[config.mk]
export PLATFORM = sky130hd
export DESIGN_NAME = dtsm_top
export DESIGN_NICKNAME = d
export VERILOG_FILES = /design/src/include/dtsm_pkg.sv /design/src/include/dtsm_psc_if.sv /design/src/hdl/dtsm_prescaler.sv /design/src/hdl/dtsm_top.sv
export VERILOG_INCLUDE_DIRS = /design/src /design/src/include
export SDC_FILE = /design/constraint.sdc
export NUM_CORES = 1
export LEC_CHECK = 0
export ABC_AREA = 1
export BUFFER_PORTS_ARGS = -buffer_cell sky130_fd_sc_hd__buf_2
export CAP_MARGIN = 25
export CORE_ASPECT_RATIO = 1.2
export CORE_UTILIZATION = 54
export CTS_BUF_LIST = sky130_fd_sc_hd__clkbuf_4
export DETAILED_ROUTE_END_ITERATION = 8
export PLACE_DENSITY = 0.74
export REMOVE_ABC_BUFFERS = 1
export SYNTH_ARGS = -nofsm -noshare
export SYNTH_HDL_FRONTEND = slang
export SYNTH_HIERARCHICAL = 1
export SYNTH_SLANG_ARGS = --single-unit
[constraint.sdc]
create_clock -name ref_clk_i -period 2.1 [get_ports ref_clk_i]
set_clock_uncertainty 0.2 [all_clocks]
set_input_delay 0.315 -clock ref_clk_i [delete_from_list [all_inputs] [get_ports ref_clk_i]]
set_output_delay 0.315 -clock ref_clk_i [all_outputs]
set_load 0.01 [all_outputs]
[src/include/dtsm_cfg.svh]
// register addresses, field positions and prescale counts for the timer pair
`ifndef DTSM_CFG_SVH
`define DTSM_CFG_SVH
`define DTSM_TIMER_CONTROL_STATUS_ADDR 8'h88
`define DTSM_TIMER_MODE_SELECT_ADDR 8'h89
`define DTSM_TL0_ADDR 8'h8a
`define DTSM_TL1_ADDR 8'h8b
`define DTSM_TH0_ADDR 8'h8c
`define DTSM_TH1_ADDR 8'h8d
`define DTSM_TIMER_CLOCK_CONFIG_REGISTER_ADDR 8'h8e
`define DTSM_TIMER_CONTROL_STATUS_BITBASE 5'h11
`define DTSM_REG_RESET 8'h00
`define DTSM_TIMER_CONTROL_STATUS_TF1 7
`define DTSM_TIMER_CONTROL_STATUS_TR1 6
`define DTSM_TIMER_CONTROL_STATUS_TF0 5
`define DTSM_TIMER_CONTROL_STATUS_TR0 4
`define DTSM_TIMER_CONTROL_STATUS_IE1 3
`define DTSM_TIMER_CONTROL_STATUS_IT1 2
`define DTSM_TIMER_CONTROL_STATUS_IE0 1
`define DTSM_TIMER_CONTROL_STATUS_IT0 0
`define DTSM_TIMER_MODE_SELECT_TIMER_B_GATE_BIT 7
`define DTSM_TIMER_MODE_SELECT_CT1 6
`define DTSM_TIMER_MODE_SELECT_T1M_HI 5
`define DTSM_TIMER_MODE_SELECT_T1M_LO 4
`define DTSM_TIMER_MODE_SELECT_TIMER_A_GATE_BIT 3
`define DTSM_TIMER_MODE_SELECT_CT0 2
`define DTSM_TIMER_MODE_SELECT_T0M_HI 1
`define DTSM_TIMER_MODE_SELECT_T0M_LO 0
`define DTSM_TIMER_CLOCK_CONFIG_REGISTER_T1CLK 3
`define DTSM_TIMER_CLOCK_CONFIG_REGISTER_T0CLK 2
`define DTSM_TIMER_CLOCK_CONFIG_REGISTER_MASK 8'h0f
`define DTSM_PSC_DIV12_LAST 6'h0b
`define DTSM_PSC_DIV4_LAST 6'h03
`define DTSM_PSC_DIV48_LAST 6'h2f
`define DTSM_PSC_EXT8_LAST 6'h07
`endif

[src/include/dtsm_pkg.sv]
// types shared by the timer pair and its prescaler
package dtsm_pkg;
  typedef enum logic [1:0] {
    DTSM_MODE_13BIT,
    DTSM_MODE_16BIT,
    DTSM_MODE_RELOAD8,
    DTSM_MODE_SPLIT
  } dtsm_mode_t;
  typedef enum logic [1:0] {
    DTSM_PSC_SYS12,
    DTSM_PSC_SYS4,
    DTSM_PSC_SYS48,
    DTSM_PSC_EXT8
  } dtsm_psc_t;
endpackage

[src/include/dtsm_psc_if.sv]
// carrier between the timer core and the shared prescaler
`timescale 1ns/1ps
interface dtsm_psc_if;
  dtsm_pkg::dtsm_psc_t sel;
  logic tick;
  modport core (output sel, input tick);
  modport psc (input sel, output tick);
endinterface
[src/hdl/dtsm_prescaler.sv]
// shared prescaled tick: system clock /12, /4, /48 or external clock /8
`timescale 1ns/1ps
`include "dtsm_cfg.svh"
module dtsm_prescaler (
  input wire logic ref_clk_i,
  input wire logic srst_i,
  input wire logic clk_en_i,
  input wire logic ext_clk_i,
  dtsm_psc_if.psc bus
);
  logic ext_s1_q;
  logic ext_s2_q;
  logic ext_prev_q;
  logic [5:0] cnt_q;
  logic [5:0] last;
  logic step;
  logic tick_q;

  // external clock resampled before its falling edge is counted
  always_ff @(posedge ref_clk_i) begin
    if (srst_i) begin
      ext_s1_q <= 1'b0;
      ext_s2_q <= 1'b0;
      ext_prev_q <= 1'b0;
    end else if (clk_en_i) begin
      ext_s1_q <= ext_clk_i;
      ext_s2_q <= ext_s1_q;
      ext_prev_q <= ext_s2_q;
    end
  end

  // terminal count and advance condition per selection
  always_comb begin
    step = 1'b1;
    unique case (bus.sel)
      dtsm_pkg::DTSM_PSC_SYS12: last = `DTSM_PSC_DIV12_LAST;
      dtsm_pkg::DTSM_PSC_SYS4: last = `DTSM_PSC_DIV4_LAST;
      dtsm_pkg::DTSM_PSC_SYS48: last = `DTSM_PSC_DIV48_LAST;
      dtsm_pkg::DTSM_PSC_EXT8: begin
        last = `DTSM_PSC_EXT8_LAST;
        step = ext_prev_q & ~ext_s2_q;
      end
    endcase
  end

  // >= so a change of selection never strands the counter above its end
  always_ff @(posedge ref_clk_i) begin
    if (srst_i) begin
      cnt_q <= 6'h00;
      tick_q <= 1'b0;
    end else if (clk_en_i) begin
      tick_q <= 1'b0;
      if (step) begin
        if (cnt_q >= last) begin
          cnt_q <= 6'h00;
          tick_q <= 1'b1;
        end else begin
          cnt_q <= cnt_q + 6'h01;
        end
      end
    end
  end

  assign bus.tick = tick_q;
endmodule

[src/hdl/dtsm_top.sv]
// dual timer with split mode, control/status and mode registers
`timescale 1ns/1ps
`include "dtsm_cfg.svh"
// Summary of operation
// - split mode turns timer A into two independent 8-bit counters
// - split low byte uses timer A run, source, gate and overflow bits
// - split low byte counts internal clock or count pin per source select
// - split high byte counts internal ticks only, run by timer B run bit
// - split high byte overflow sets timer B overflow flag
// - during split, timer B counts internally, never sets its flag
// - timer B overflow pulses still leave as baud and conversion tick
// - during split, timer B runs in modes 0-2 and stops in mode 3
// - overflow flags set by hardware, cleared by zero write or vectoring
// - run bit at one enables a timer, subject to its gate
// - external flags set per type, cleared by write or edge-mode vectoring
// - type select zero means level, one means edge; polarity is separate
// - gate one also needs the external input at its active level
// - source select one counts falling edges on the count pin
// - timer B mode field: 13-bit, 16-bit, reload 8-bit, inactive
// - timer A mode field: 13-bit, 16-bit, reload 8-bit, split
// - control/status register is bit addressable and resets to zero
// - 13-bit mode wraps at 0x1fff, 16-bit mode uses all bits
// - reload mode counts low byte and reloads from unchanged high byte
// - prescaled tick is sysclk /12, /4, /48 or external clock /8
// - clock select one uses raw system clock, zero the prescaled tick
module dtsm_top (
  input wire logic ref_clk_i,
  input wire logic srst_i,
  input wire logic clk_en_i,
  input wire logic [7:0] sfr_addr_i,
  input wire logic sfr_wr_i,
  input wire logic [7:0] sfr_wdata_i,
  input wire logic sfr_rd_i,
  output logic [7:0] sfr_rdata_o,
  input wire logic bit_wr_i,
  input wire logic [7:0] bit_addr_i,
  input wire logic bit_wdata_i,
  input wire logic ack_timer_a_i,
  input wire logic ack_timer_b_i,
  input wire logic ack_ext_a_i,
  input wire logic ack_ext_b_i,
  input wire logic count_pin_a_i,
  input wire logic count_pin_b_i,
  input wire logic ext_irq_a_input_i,
  input wire logic ext_irq_b_input_i,
  input wire logic ext_irq_a_polarity_i,
  input wire logic ext_irq_b_polarity_i,
  input wire logic ext_clk_i,
  output logic timer_a_irq_o,
  output logic timer_b_irq_o,
  output logic ext_irq_a_o,
  output logic ext_irq_b_o,
  output logic timer_b_ovf_tick_o
);
  logic [7:0] timer_control_status_q;
  logic [7:0] timer_control_status_d;
  logic [7:0] timer_mode_select_q;
  logic [7:0] timer_clock_config_register_q;
  logic [7:0] tl0_q;
  logic [7:0] th0_q;
  logic [7:0] tl1_q;
  logic [7:0] th1_q;
  logic [7:0] rdata_q;
  logic tick_q;
  logic [3:0] raw;
  logic [3:0] sync1_q;
  logic [3:0] sync2_q;
  logic [3:0] prev_q;
  logic [3:0] fall;
  logic [7:0] sw_en;
  logic [7:0] sw_val;
  logic [7:0] hw_set;
  logic [7:0] hw_clr;
  dtsm_pkg::dtsm_mode_t mode_a;
  dtsm_pkg::dtsm_mode_t mode_b;
  logic split;
  logic act_a;
  logic act_b;
  logic act_a_prev;
  logic act_b_prev;
  logic tclk_a;
  logic tclk_b;
  logic ta_inc;
  logic th_split_inc;
  logic tb_inc;
  logic [16:0] step_a;
  logic [16:0] step_b;
  logic ta_ovf;
  logic th_split_ovf;
  logic tb_ovf;

  dtsm_psc_if psc_bus ();

  dtsm_prescaler u_psc (
    .ref_clk_i(ref_clk_i),
    .srst_i(srst_i),
    .clk_en_i(clk_en_i),
    .ext_clk_i(ext_clk_i),
    .bus(psc_bus)
  );

  assign psc_bus.sel = dtsm_pkg::dtsm_psc_t'(timer_clock_config_register_q[1:0]);

  // byte write strobe for one register address
  function automatic logic dtsm_byte_wr(input logic wr,
                                        input logic [7:0] addr,
                                        input logic [7:0] target);
    dtsm_byte_wr = wr && (addr == target);
  endfunction

  // one count step of a non-split timer: {overflow, high, low}
  function automatic logic [16:0] dtsm_step(
      input dtsm_pkg::dtsm_mode_t mode,
      input logic [7:0] tl,
      input logic [7:0] th);
    logic [12:0] c13;
    logic [15:0] c16;
    logic [7:0] l8;
    c13 = {th, tl[4:0]} + 13'h0001;
    c16 = {th, tl} + 16'h0001;
    l8 = tl + 8'h01;
    unique case (mode)
      dtsm_pkg::DTSM_MODE_13BIT: begin
        // upper three low-byte bits are left untouched
        dtsm_step = {c13 == 13'h0000, c13[12:5], tl[7:5], c13[4:0]};
      end
      dtsm_pkg::DTSM_MODE_16BIT: begin
        dtsm_step = {c16 == 16'h0000, c16};
      end
      dtsm_pkg::DTSM_MODE_RELOAD8: begin
        if (tl == 8'hff) begin
          dtsm_step = {1'b1, th, th};
        end else begin
          dtsm_step = {1'b0, th, l8};
        end
      end
      dtsm_pkg::DTSM_MODE_SPLIT: begin
        // callers never step a split or inactive timer through here
        dtsm_step = {1'b0, th, tl};
      end
    endcase
  endfunction

  // pin and gate resampling; edges seen only past the second stage
  assign raw = {ext_irq_b_input_i, ext_irq_a_input_i,
                count_pin_b_i, count_pin_a_i};
  for (genvar i = 0; i < 4; i++) begin : g_sync
    always_ff @(posedge ref_clk_i) begin
      if (srst_i) begin
        sync1_q[i] <= 1'b0;
        sync2_q[i] <= 1'b0;
        prev_q[i] <= 1'b0;
      end else if (clk_en_i) begin
        sync1_q[i] <= raw[i];
        sync2_q[i] <= sync1_q[i];
        prev_q[i] <= sync2_q[i];
      end
    end
    assign fall[i] = prev_q[i] & ~sync2_q[i];
  end

  // external input active levels follow the outside polarity settings
  assign act_a = sync2_q[2] == ext_irq_a_polarity_i;
  assign act_b = sync2_q[3] == ext_irq_b_polarity_i;
  assign act_a_prev = prev_q[2] == ext_irq_a_polarity_i;
  assign act_b_prev = prev_q[3] == ext_irq_b_polarity_i;

  // mode decode for both timers
  assign mode_a = dtsm_pkg::dtsm_mode_t'(timer_mode_select_q[`DTSM_TIMER_MODE_SELECT_T0M_HI:
                                               `DTSM_TIMER_MODE_SELECT_T0M_LO]);
  assign mode_b = dtsm_pkg::dtsm_mode_t'(timer_mode_select_q[`DTSM_TIMER_MODE_SELECT_T1M_HI:
                                               `DTSM_TIMER_MODE_SELECT_T1M_LO]);
  assign split = mode_a == dtsm_pkg::DTSM_MODE_SPLIT;

  // internal timebase per timer
  assign tclk_a = timer_clock_config_register_q[`DTSM_TIMER_CLOCK_CONFIG_REGISTER_T0CLK] | psc_bus.tick;
  assign tclk_b = timer_clock_config_register_q[`DTSM_TIMER_CLOCK_CONFIG_REGISTER_T1CLK] | psc_bus.tick;

  // timer A increment: run, gate, then source
  always_comb begin
    ta_inc = timer_control_status_q[`DTSM_TIMER_CONTROL_STATUS_TR0]
           & (~timer_mode_select_q[`DTSM_TIMER_MODE_SELECT_TIMER_A_GATE_BIT] | act_a)
           & (timer_mode_select_q[`DTSM_TIMER_MODE_SELECT_CT0] ? fall[0] : tclk_a);
    th_split_inc = split & timer_control_status_q[`DTSM_TIMER_CONTROL_STATUS_TR1] & tclk_a;
  end

  // timer B increment; in split it is run by its mode, internal only
  always_comb begin
    if (split) begin
      tb_inc = (mode_b != dtsm_pkg::DTSM_MODE_SPLIT) & tclk_b;
    end else begin
      tb_inc = (mode_b != dtsm_pkg::DTSM_MODE_SPLIT)
             & timer_control_status_q[`DTSM_TIMER_CONTROL_STATUS_TR1]
             & (~timer_mode_select_q[`DTSM_TIMER_MODE_SELECT_TIMER_B_GATE_BIT] | act_b)
             & (timer_mode_select_q[`DTSM_TIMER_MODE_SELECT_CT1] ? fall[1] : tclk_b);
    end
  end

  assign step_a = dtsm_step(mode_a, tl0_q, th0_q);
  assign step_b = dtsm_step(mode_b, tl1_q, th1_q);

  // overflow events of all three counters
  always_comb begin
    if (split) begin
      ta_ovf = ta_inc & (tl0_q == 8'hff);
    end else begin
      ta_ovf = ta_inc & step_a[16];
    end
    th_split_ovf = th_split_inc & (th0_q == 8'hff);
    tb_ovf = tb_inc & step_b[16];
  end

  // timer A counter bytes; a software write outranks a count
  always_ff @(posedge ref_clk_i) begin
    if (srst_i) begin
      tl0_q <= `DTSM_REG_RESET;
      th0_q <= `DTSM_REG_RESET;
    end else if (clk_en_i) begin
      if (split) begin
        if (ta_inc) begin
          tl0_q <= tl0_q + 8'h01;
        end
        if (th_split_inc) begin
          th0_q <= th0_q + 8'h01;
        end
      end else if (ta_inc) begin
        tl0_q <= step_a[7:0];
        th0_q <= step_a[15:8];
      end
      if (dtsm_byte_wr(sfr_wr_i, sfr_addr_i, `DTSM_TL0_ADDR)) begin
        tl0_q <= sfr_wdata_i;
      end
      if (dtsm_byte_wr(sfr_wr_i, sfr_addr_i, `DTSM_TH0_ADDR)) begin
        th0_q <= sfr_wdata_i;
      end
    end
  end

  // timer B counter bytes
  always_ff @(posedge ref_clk_i) begin
    if (srst_i) begin
      tl1_q <= `DTSM_REG_RESET;
      th1_q <= `DTSM_REG_RESET;
    end else if (clk_en_i) begin
      if (tb_inc) begin
        tl1_q <= step_b[7:0];
        th1_q <= step_b[15:8];
      end
      if (dtsm_byte_wr(sfr_wr_i, sfr_addr_i, `DTSM_TL1_ADDR)) begin
        tl1_q <= sfr_wdata_i;
      end
      if (dtsm_byte_wr(sfr_wr_i, sfr_addr_i, `DTSM_TH1_ADDR)) begin
        th1_q <= sfr_wdata_i;
      end
    end
  end

  // software access to control/status: whole byte or single bit
  always_comb begin
    sw_en = 8'h00;
    sw_val = 8'h00;
    if (dtsm_byte_wr(sfr_wr_i, sfr_addr_i, `DTSM_TIMER_CONTROL_STATUS_ADDR)) begin
      sw_en = 8'hff;
      sw_val = sfr_wdata_i;
    end else if (bit_wr_i && bit_addr_i[7:3] == `DTSM_TIMER_CONTROL_STATUS_BITBASE) begin
      sw_en[bit_addr_i[2:0]] = 1'b1;
      sw_val = {8{bit_wdata_i}};
    end
  end

  // hardware sets and vectoring clears of the four flags
  always_comb begin
    hw_set = 8'h00;
    hw_clr = 8'h00;
    hw_set[`DTSM_TIMER_CONTROL_STATUS_TF0] = ta_ovf;
    hw_set[`DTSM_TIMER_CONTROL_STATUS_TF1] = split ? th_split_ovf : tb_ovf;
    hw_set[`DTSM_TIMER_CONTROL_STATUS_IE0] = timer_control_status_q[`DTSM_TIMER_CONTROL_STATUS_IT0]
                           ? act_a & ~act_a_prev : act_a;
    hw_set[`DTSM_TIMER_CONTROL_STATUS_IE1] = timer_control_status_q[`DTSM_TIMER_CONTROL_STATUS_IT1]
                           ? act_b & ~act_b_prev : act_b;
    hw_clr[`DTSM_TIMER_CONTROL_STATUS_TF0] = ack_timer_a_i;
    hw_clr[`DTSM_TIMER_CONTROL_STATUS_TF1] = ack_timer_b_i;
    // level-mode flags stay put on vectoring; only a software write clears them
    hw_clr[`DTSM_TIMER_CONTROL_STATUS_IE0] = ack_ext_a_i & timer_control_status_q[`DTSM_TIMER_CONTROL_STATUS_IT0];
    hw_clr[`DTSM_TIMER_CONTROL_STATUS_IE1] = ack_ext_b_i & timer_control_status_q[`DTSM_TIMER_CONTROL_STATUS_IT1];
  end

  // per bit: hardware set first, then software value, then vector clear
  for (genvar b = 0; b < 8; b++) begin : g_timer_control_status
    always_comb begin
      if (hw_set[b]) begin
        timer_control_status_d[b] = 1'b1;
      end else if (sw_en[b]) begin
        timer_control_status_d[b] = sw_val[b];
      end else if (hw_clr[b]) begin
        timer_control_status_d[b] = 1'b0;
      end else begin
        timer_control_status_d[b] = timer_control_status_q[b];
      end
    end
  end

  // control/status register
  always_ff @(posedge ref_clk_i) begin
    if (srst_i) begin
      timer_control_status_q <= `DTSM_REG_RESET;
    end else if (clk_en_i) begin
      timer_control_status_q <= timer_control_status_d;
    end
  end

  // mode and clock-select registers
  always_ff @(posedge ref_clk_i) begin
    if (srst_i) begin
      timer_mode_select_q <= `DTSM_REG_RESET;
      timer_clock_config_register_q <= `DTSM_REG_RESET;
    end else if (clk_en_i) begin
      if (dtsm_byte_wr(sfr_wr_i, sfr_addr_i, `DTSM_TIMER_MODE_SELECT_ADDR)) begin
        timer_mode_select_q <= sfr_wdata_i;
      end
      // only the timer A/B clock and prescale bits live here
      if (dtsm_byte_wr(sfr_wr_i, sfr_addr_i, `DTSM_TIMER_CLOCK_CONFIG_REGISTER_ADDR)) begin
        timer_clock_config_register_q <= sfr_wdata_i & `DTSM_TIMER_CLOCK_CONFIG_REGISTER_MASK;
      end
    end
  end

  // read data held until the next read strobe
  always_ff @(posedge ref_clk_i) begin
    if (srst_i) begin
      rdata_q <= 8'h00;
    end else if (clk_en_i && sfr_rd_i) begin
      case (sfr_addr_i)
        `DTSM_TIMER_CONTROL_STATUS_ADDR: rdata_q <= timer_control_status_q;
        `DTSM_TIMER_MODE_SELECT_ADDR: rdata_q <= timer_mode_select_q;
        `DTSM_TL0_ADDR: rdata_q <= tl0_q;
        `DTSM_TL1_ADDR: rdata_q <= tl1_q;
        `DTSM_TH0_ADDR: rdata_q <= th0_q;
        `DTSM_TH1_ADDR: rdata_q <= th1_q;
        `DTSM_TIMER_CLOCK_CONFIG_REGISTER_ADDR: rdata_q <= timer_clock_config_register_q;
        default: rdata_q <= 8'h00;
      endcase
    end
  end

  // timer B overflow pulse for serial baud and converter start
  always_ff @(posedge ref_clk_i) begin
    if (srst_i) begin
      tick_q <= 1'b0;
    end else if (clk_en_i) begin
      tick_q <= tb_ovf;
    end
  end

  assign sfr_rdata_o = rdata_q;
  assign timer_a_irq_o = timer_control_status_q[`DTSM_TIMER_CONTROL_STATUS_TF0];
  assign timer_b_irq_o = timer_control_status_q[`DTSM_TIMER_CONTROL_STATUS_TF1];
  assign ext_irq_a_o = timer_control_status_q[`DTSM_TIMER_CONTROL_STATUS_IE0];
  assign ext_irq_b_o = timer_control_status_q[`DTSM_TIMER_CONTROL_STATUS_IE1];
  assign timer_b_ovf_tick_o = tick_q;
endmodule

==> reports/results.tsv <==
stage	metric	value	unit
final_layout	drive_above_1_share	0.3303	
power_and_ir_drop	p_leak	3.602	nW
floorplan	die-area	0.01188	mm2
timing	finalCritPeriodShare	1.058	
timing	setup_viol	4	
global_route	grt_pass1_wl	37520	um
critical_path	r2r_start	timer_mode_select_q[0]	
critical_path	worstRegToRegCells	11	
power_and_ir_drop	p_per_area	350.8	mW/mm2
timing	post-route-min-period	2.222	ns
power_and_ir_drop	seq_power_share	0.535	
timing	setup_tns	-0.3262	ns
synthesis	async_reset_ff_frac	0	
critical_path	cp_data_required_time	2.33	ns
clock_tree	ctsHtreeMaxLevel	3	
clock_tree	cts_sinks	83	
global_route	grt_pass1_vias	7567	
timing	rsz0062_at_grt	true	
floorplan	die_h	119.2	um
clock_tree	clock_latency	0.49	ns
power_and_ir_drop	intPower	0.002089	W
synthesis	synth_warnings	6	
critical_path	reg2reg_to	timer_control_status_q[5]	
global_route	grt.overflow.total	0	
timing	drv_slew	0	
floorplan	chipWidth	99.69	um
critical_path	worstPathArrival	2.45	ns
critical_path	critPathCaptureType	flip-flop	
clock_tree	cts_tree	built	
synthesis	yosysUniqueCellTypes	48	
floorplan	initial_core_util	0.5577	
final_layout	fillCellCount	875	
global_route	gr-usage-all-layers	0.4117	
synthesis	synth_area	0.006183	mm2
synthesis	synth_edf_count	0	
timing	setup_ws	-0.1217	ns
placement	gp_congestion	0.9973	
global_route	grt_max_degree	53	
timing	fin_hold_ws	-0.006532	ns
critical_path	cpMaxStageDelayCell	dfxtp_2	
clock_tree	cts-root-buf	clkbuf_4	
power_and_ir_drop	switching_share	0.3051	
power_and_ir_drop	power.switching	0.0009174	W
clock_tree	numCtsBuffers	9	
critical_path	cpMostUsedCell	nand2_1	
final_layout	multiInputGateArea	0.004304	mm2
placement	placed_area	0.007712	mm2
run_status	violations	hold timing, setup timing	
routing	drtIter0Drc	662	
critical_path	critical_path_class	reg -> reg	
global_route	antenna_found_initial	1	
worst_hold_path	min-delay-path-class	in -> reg	
critical_path	crit_end	timer_control_status_q[5]	
critical_path	crit_path_max_fanout	17	
final_layout	seq_area	0.001714	mm2
routing	drc	0	
run_status	outcome	complete, but fails checks	
final_layout	final_net_count	1264	
critical_path	crit_path_start	timer_mode_select_q[0]	
clock_tree	cts_buffer_depth	2	
timing	worst_pin_slew	0.4916	ns
critical_path	crit_chain	ha_1, inv_2, buf_4, nand3_1, nor2_1, nand2_1, nand2_1, nand2_1, nand2_1, nand2_1, a21oi_2	
routing	dr.pass1.iters	5	
floorplan	io_pins	55	
final_layout	design_area	0.008571	mm2
power_and_ir_drop	p_comb_frac	0.093	
synthesis	syn_inst	985	
floorplan	num_rows	42	
placement	dp_cells	1322	
job	drv_cap	0	
critical_path	max_stage_delay	0.36	ns
floorplan	core	0.01109	mm2
timing	slew_headroom	0.6679	
synthesis	ys_seq_elements	83	
routing	via_per_inst	5.793	
timing	fmax	0.4501	GHz
routing	wl	24740	um
power_and_ir_drop	peakVddDrop	0.5948	mV
critical_path	setup.worst_path.start_class	flip-flop	
synthesis	syn_area_per_cell	6.278	um2
routing	wl_per_cell	18.07	um
routing	vias	7930	
worst_hold_path	hold_depth	3	
synthesis	ys_seq_area_frac	0.2687	
placement	hpwl	18140	um
critical_path	regToRegSetupSlack	-0.12	ns
synthesis	synthFlopType	dfxtp_1	
routing	ant_nets	0	
final_layout	areaGrowthSynthToFinish	38.61	%
final_layout	layoutNonFillerInstCount	1369	
placement	place.port_buffers	54	
power_and_ir_drop	clkPwrFrac	0.372	
timing	hold_violations	2	
clock_tree	clkSlewWorstSetupHoldPaths	0.18	ns
metal layers:
metal,vias up,global-route usage,share of wire,routed length [um]
met2,405,0.7116,0.49,12170
met1,3629,0.4445,0.35,8709
met3,136,0.07160,0.081,1995
met4,0,0.3061,0.075,1859
met5,-,0,0,0
li1,3760,-,-,-
synthesized netlist by cell type (4+ instances only):
master      n  share of area
a221oi_1    4         0.0057
o211ai_1   12          0.015
nor3_2      4         0.0065
nand3_2     4         0.0065
nor2_1     99          0.060
xor2_1     25          0.035
o221ai_1    8          0.011
dfxtp_1    83           0.27
o22ai_1    12          0.012
buf_2       6         0.0049
or2_2       4         0.0040
inv_1     104          0.063
nand2_2     9         0.0091
nor2_4      6          0.011
nand4_1    12          0.012
a31oi_1    13          0.013
nor3_1     16          0.013
inv_2      15         0.0091
a211oi_1    7         0.0085
a21oi_1    86          0.070
nor2_2      9         0.0091
o21ai_1     5         0.0040
buf_4       4         0.0049
nand2_1   230           0.14
ha_1       13          0.026
clkbuf_1   13         0.0079
nand3_1    49          0.040
o21ai_0   102          0.083
stage by stage:
step                      setup WS [ns]  hold WS (ns)    util  power (W)
after floorplan                 -0.1876        0.1774       -   0.001764
after global placement          -0.1591        0.2355  0.6956   0.001910
after detailed placement        -0.1528        0.2430  0.6956   0.001914
after CTS                      -0.05598      0.003611  0.7394   0.002994
after global routing            -0.2577     0.0002940  0.7730   0.003093
final                           -0.1217     -0.006532  0.7730   0.003007
state kept, by name (all words and copies together) (netlist names), 4 cells and up:
name                           cells
timer_control_status_q             8
th0_q                              8
tl1_q                              8
sfr_rdata_o                        8
timer_clock_config_register_q      4
u_psc/cnt_q                        6
sync1_q                            4
sync2_q                            4
prev_q                             4
th1_q                              8
tl0_q                              8
timer_mode_select_q                8
kinds of logic after synthesis:
group,count (synthesis),synth area share
buffers and inverters,146,0.09470
DFF,83,0.2687
adders and majority gates,13,0.02631
and+or+nand+nor,448,0.3203
AOI/OAI and AO/OA,269,0.2531
xor gates and xnor gates,26,0.03683
worst min-delay path by stage:
stage	slack, ns	to	from
after floorplan	0.18	timer_control_status_q[5]	srst_i
after global placement	0.24	prev_q[0]	prev_q[0]
after detailed placement	0.24	prev_q[1]	prev_q[1]
after CTS	0.004	timer_control_status_q[7]	clk_en_i
after global routing	0.0003	timer_control_status_q[7]	clk_en_i
final	-0.007	timer_control_status_q[7]	clk_en_i
worst max-delay path, delay by kind of cell (launching register included):
family | cells | cell delay [ns]
fa+ha+maj | 1 | 0.26
flops | 1 | 0.36
compound gates | 1 | 0.12
buf+inv | 2 | 0.36
simple gates | 7 | 0.87
area by class of cell:
type | count | share of cell area
multi-input combinational | 756 | 0.5022
tap | 154 | 0.02248
antenna | 1 | 0.0002920
inverter | 120 | 0.05255
timing repair buffer | 239 | 0.2034
sequential | 83 | 0.2000
clock inverter | 7 | 0.01124
clock buffer | 9 | 0.007883
power groups by stage:
stage | clock (W) | combinational, W | sequential (W)
2_1_floorplan | 0 | 0.000113 | 0.00165
3_3_place_gp | 0 | 0.000257 | 0.00165
3_5_place_dp | 0 | 0.000262 | 0.00165
4_1_cts | 0.00111 | 0.000272 | 0.00162
5_1_grt | 0.00118 | 0.000302 | 0.00161
6_report | 0.00112 | 0.000279 | 0.00161
layout by cell type (no fill, tap or decap), types with 12 or more instances in the layout:
cell type / Yosys / layout
dfxtp_2: 0 / 15
a21oi_1: 86 / 84
inv_2: 15 / 16
o211ai_1: 12 / 12
xor2_1: 25 / 21
nand3_1: 49 / 41
nand4_1: 12 / 12
nor2_2: 9 / 20
buf_4: 4 / 170
dfxtp_1: 83 / 59
nand2_2: 9 / 22
nand2_1: 230 / 216
a31oi_1: 13 / 12
o21ai_0: 102 / 91
o21ai_1: 5 / 13
nor2_1: 99 / 82
nor2_4: 6 / 12
buf_2: 6 / 54
inv_1: 104 / 104
what timing repair did:
action / 4_1_cts / 5_1_grt
pin swaps: 19 / 38
endpoints found under the setup margin: 18 / 30
resized for setup: 50 / 82
endpoints found under the hold margin: 6 / 0
buffers inserted: 12 / 12
hold buffers: 6 / 0
(Power assumes the default switching activity.)
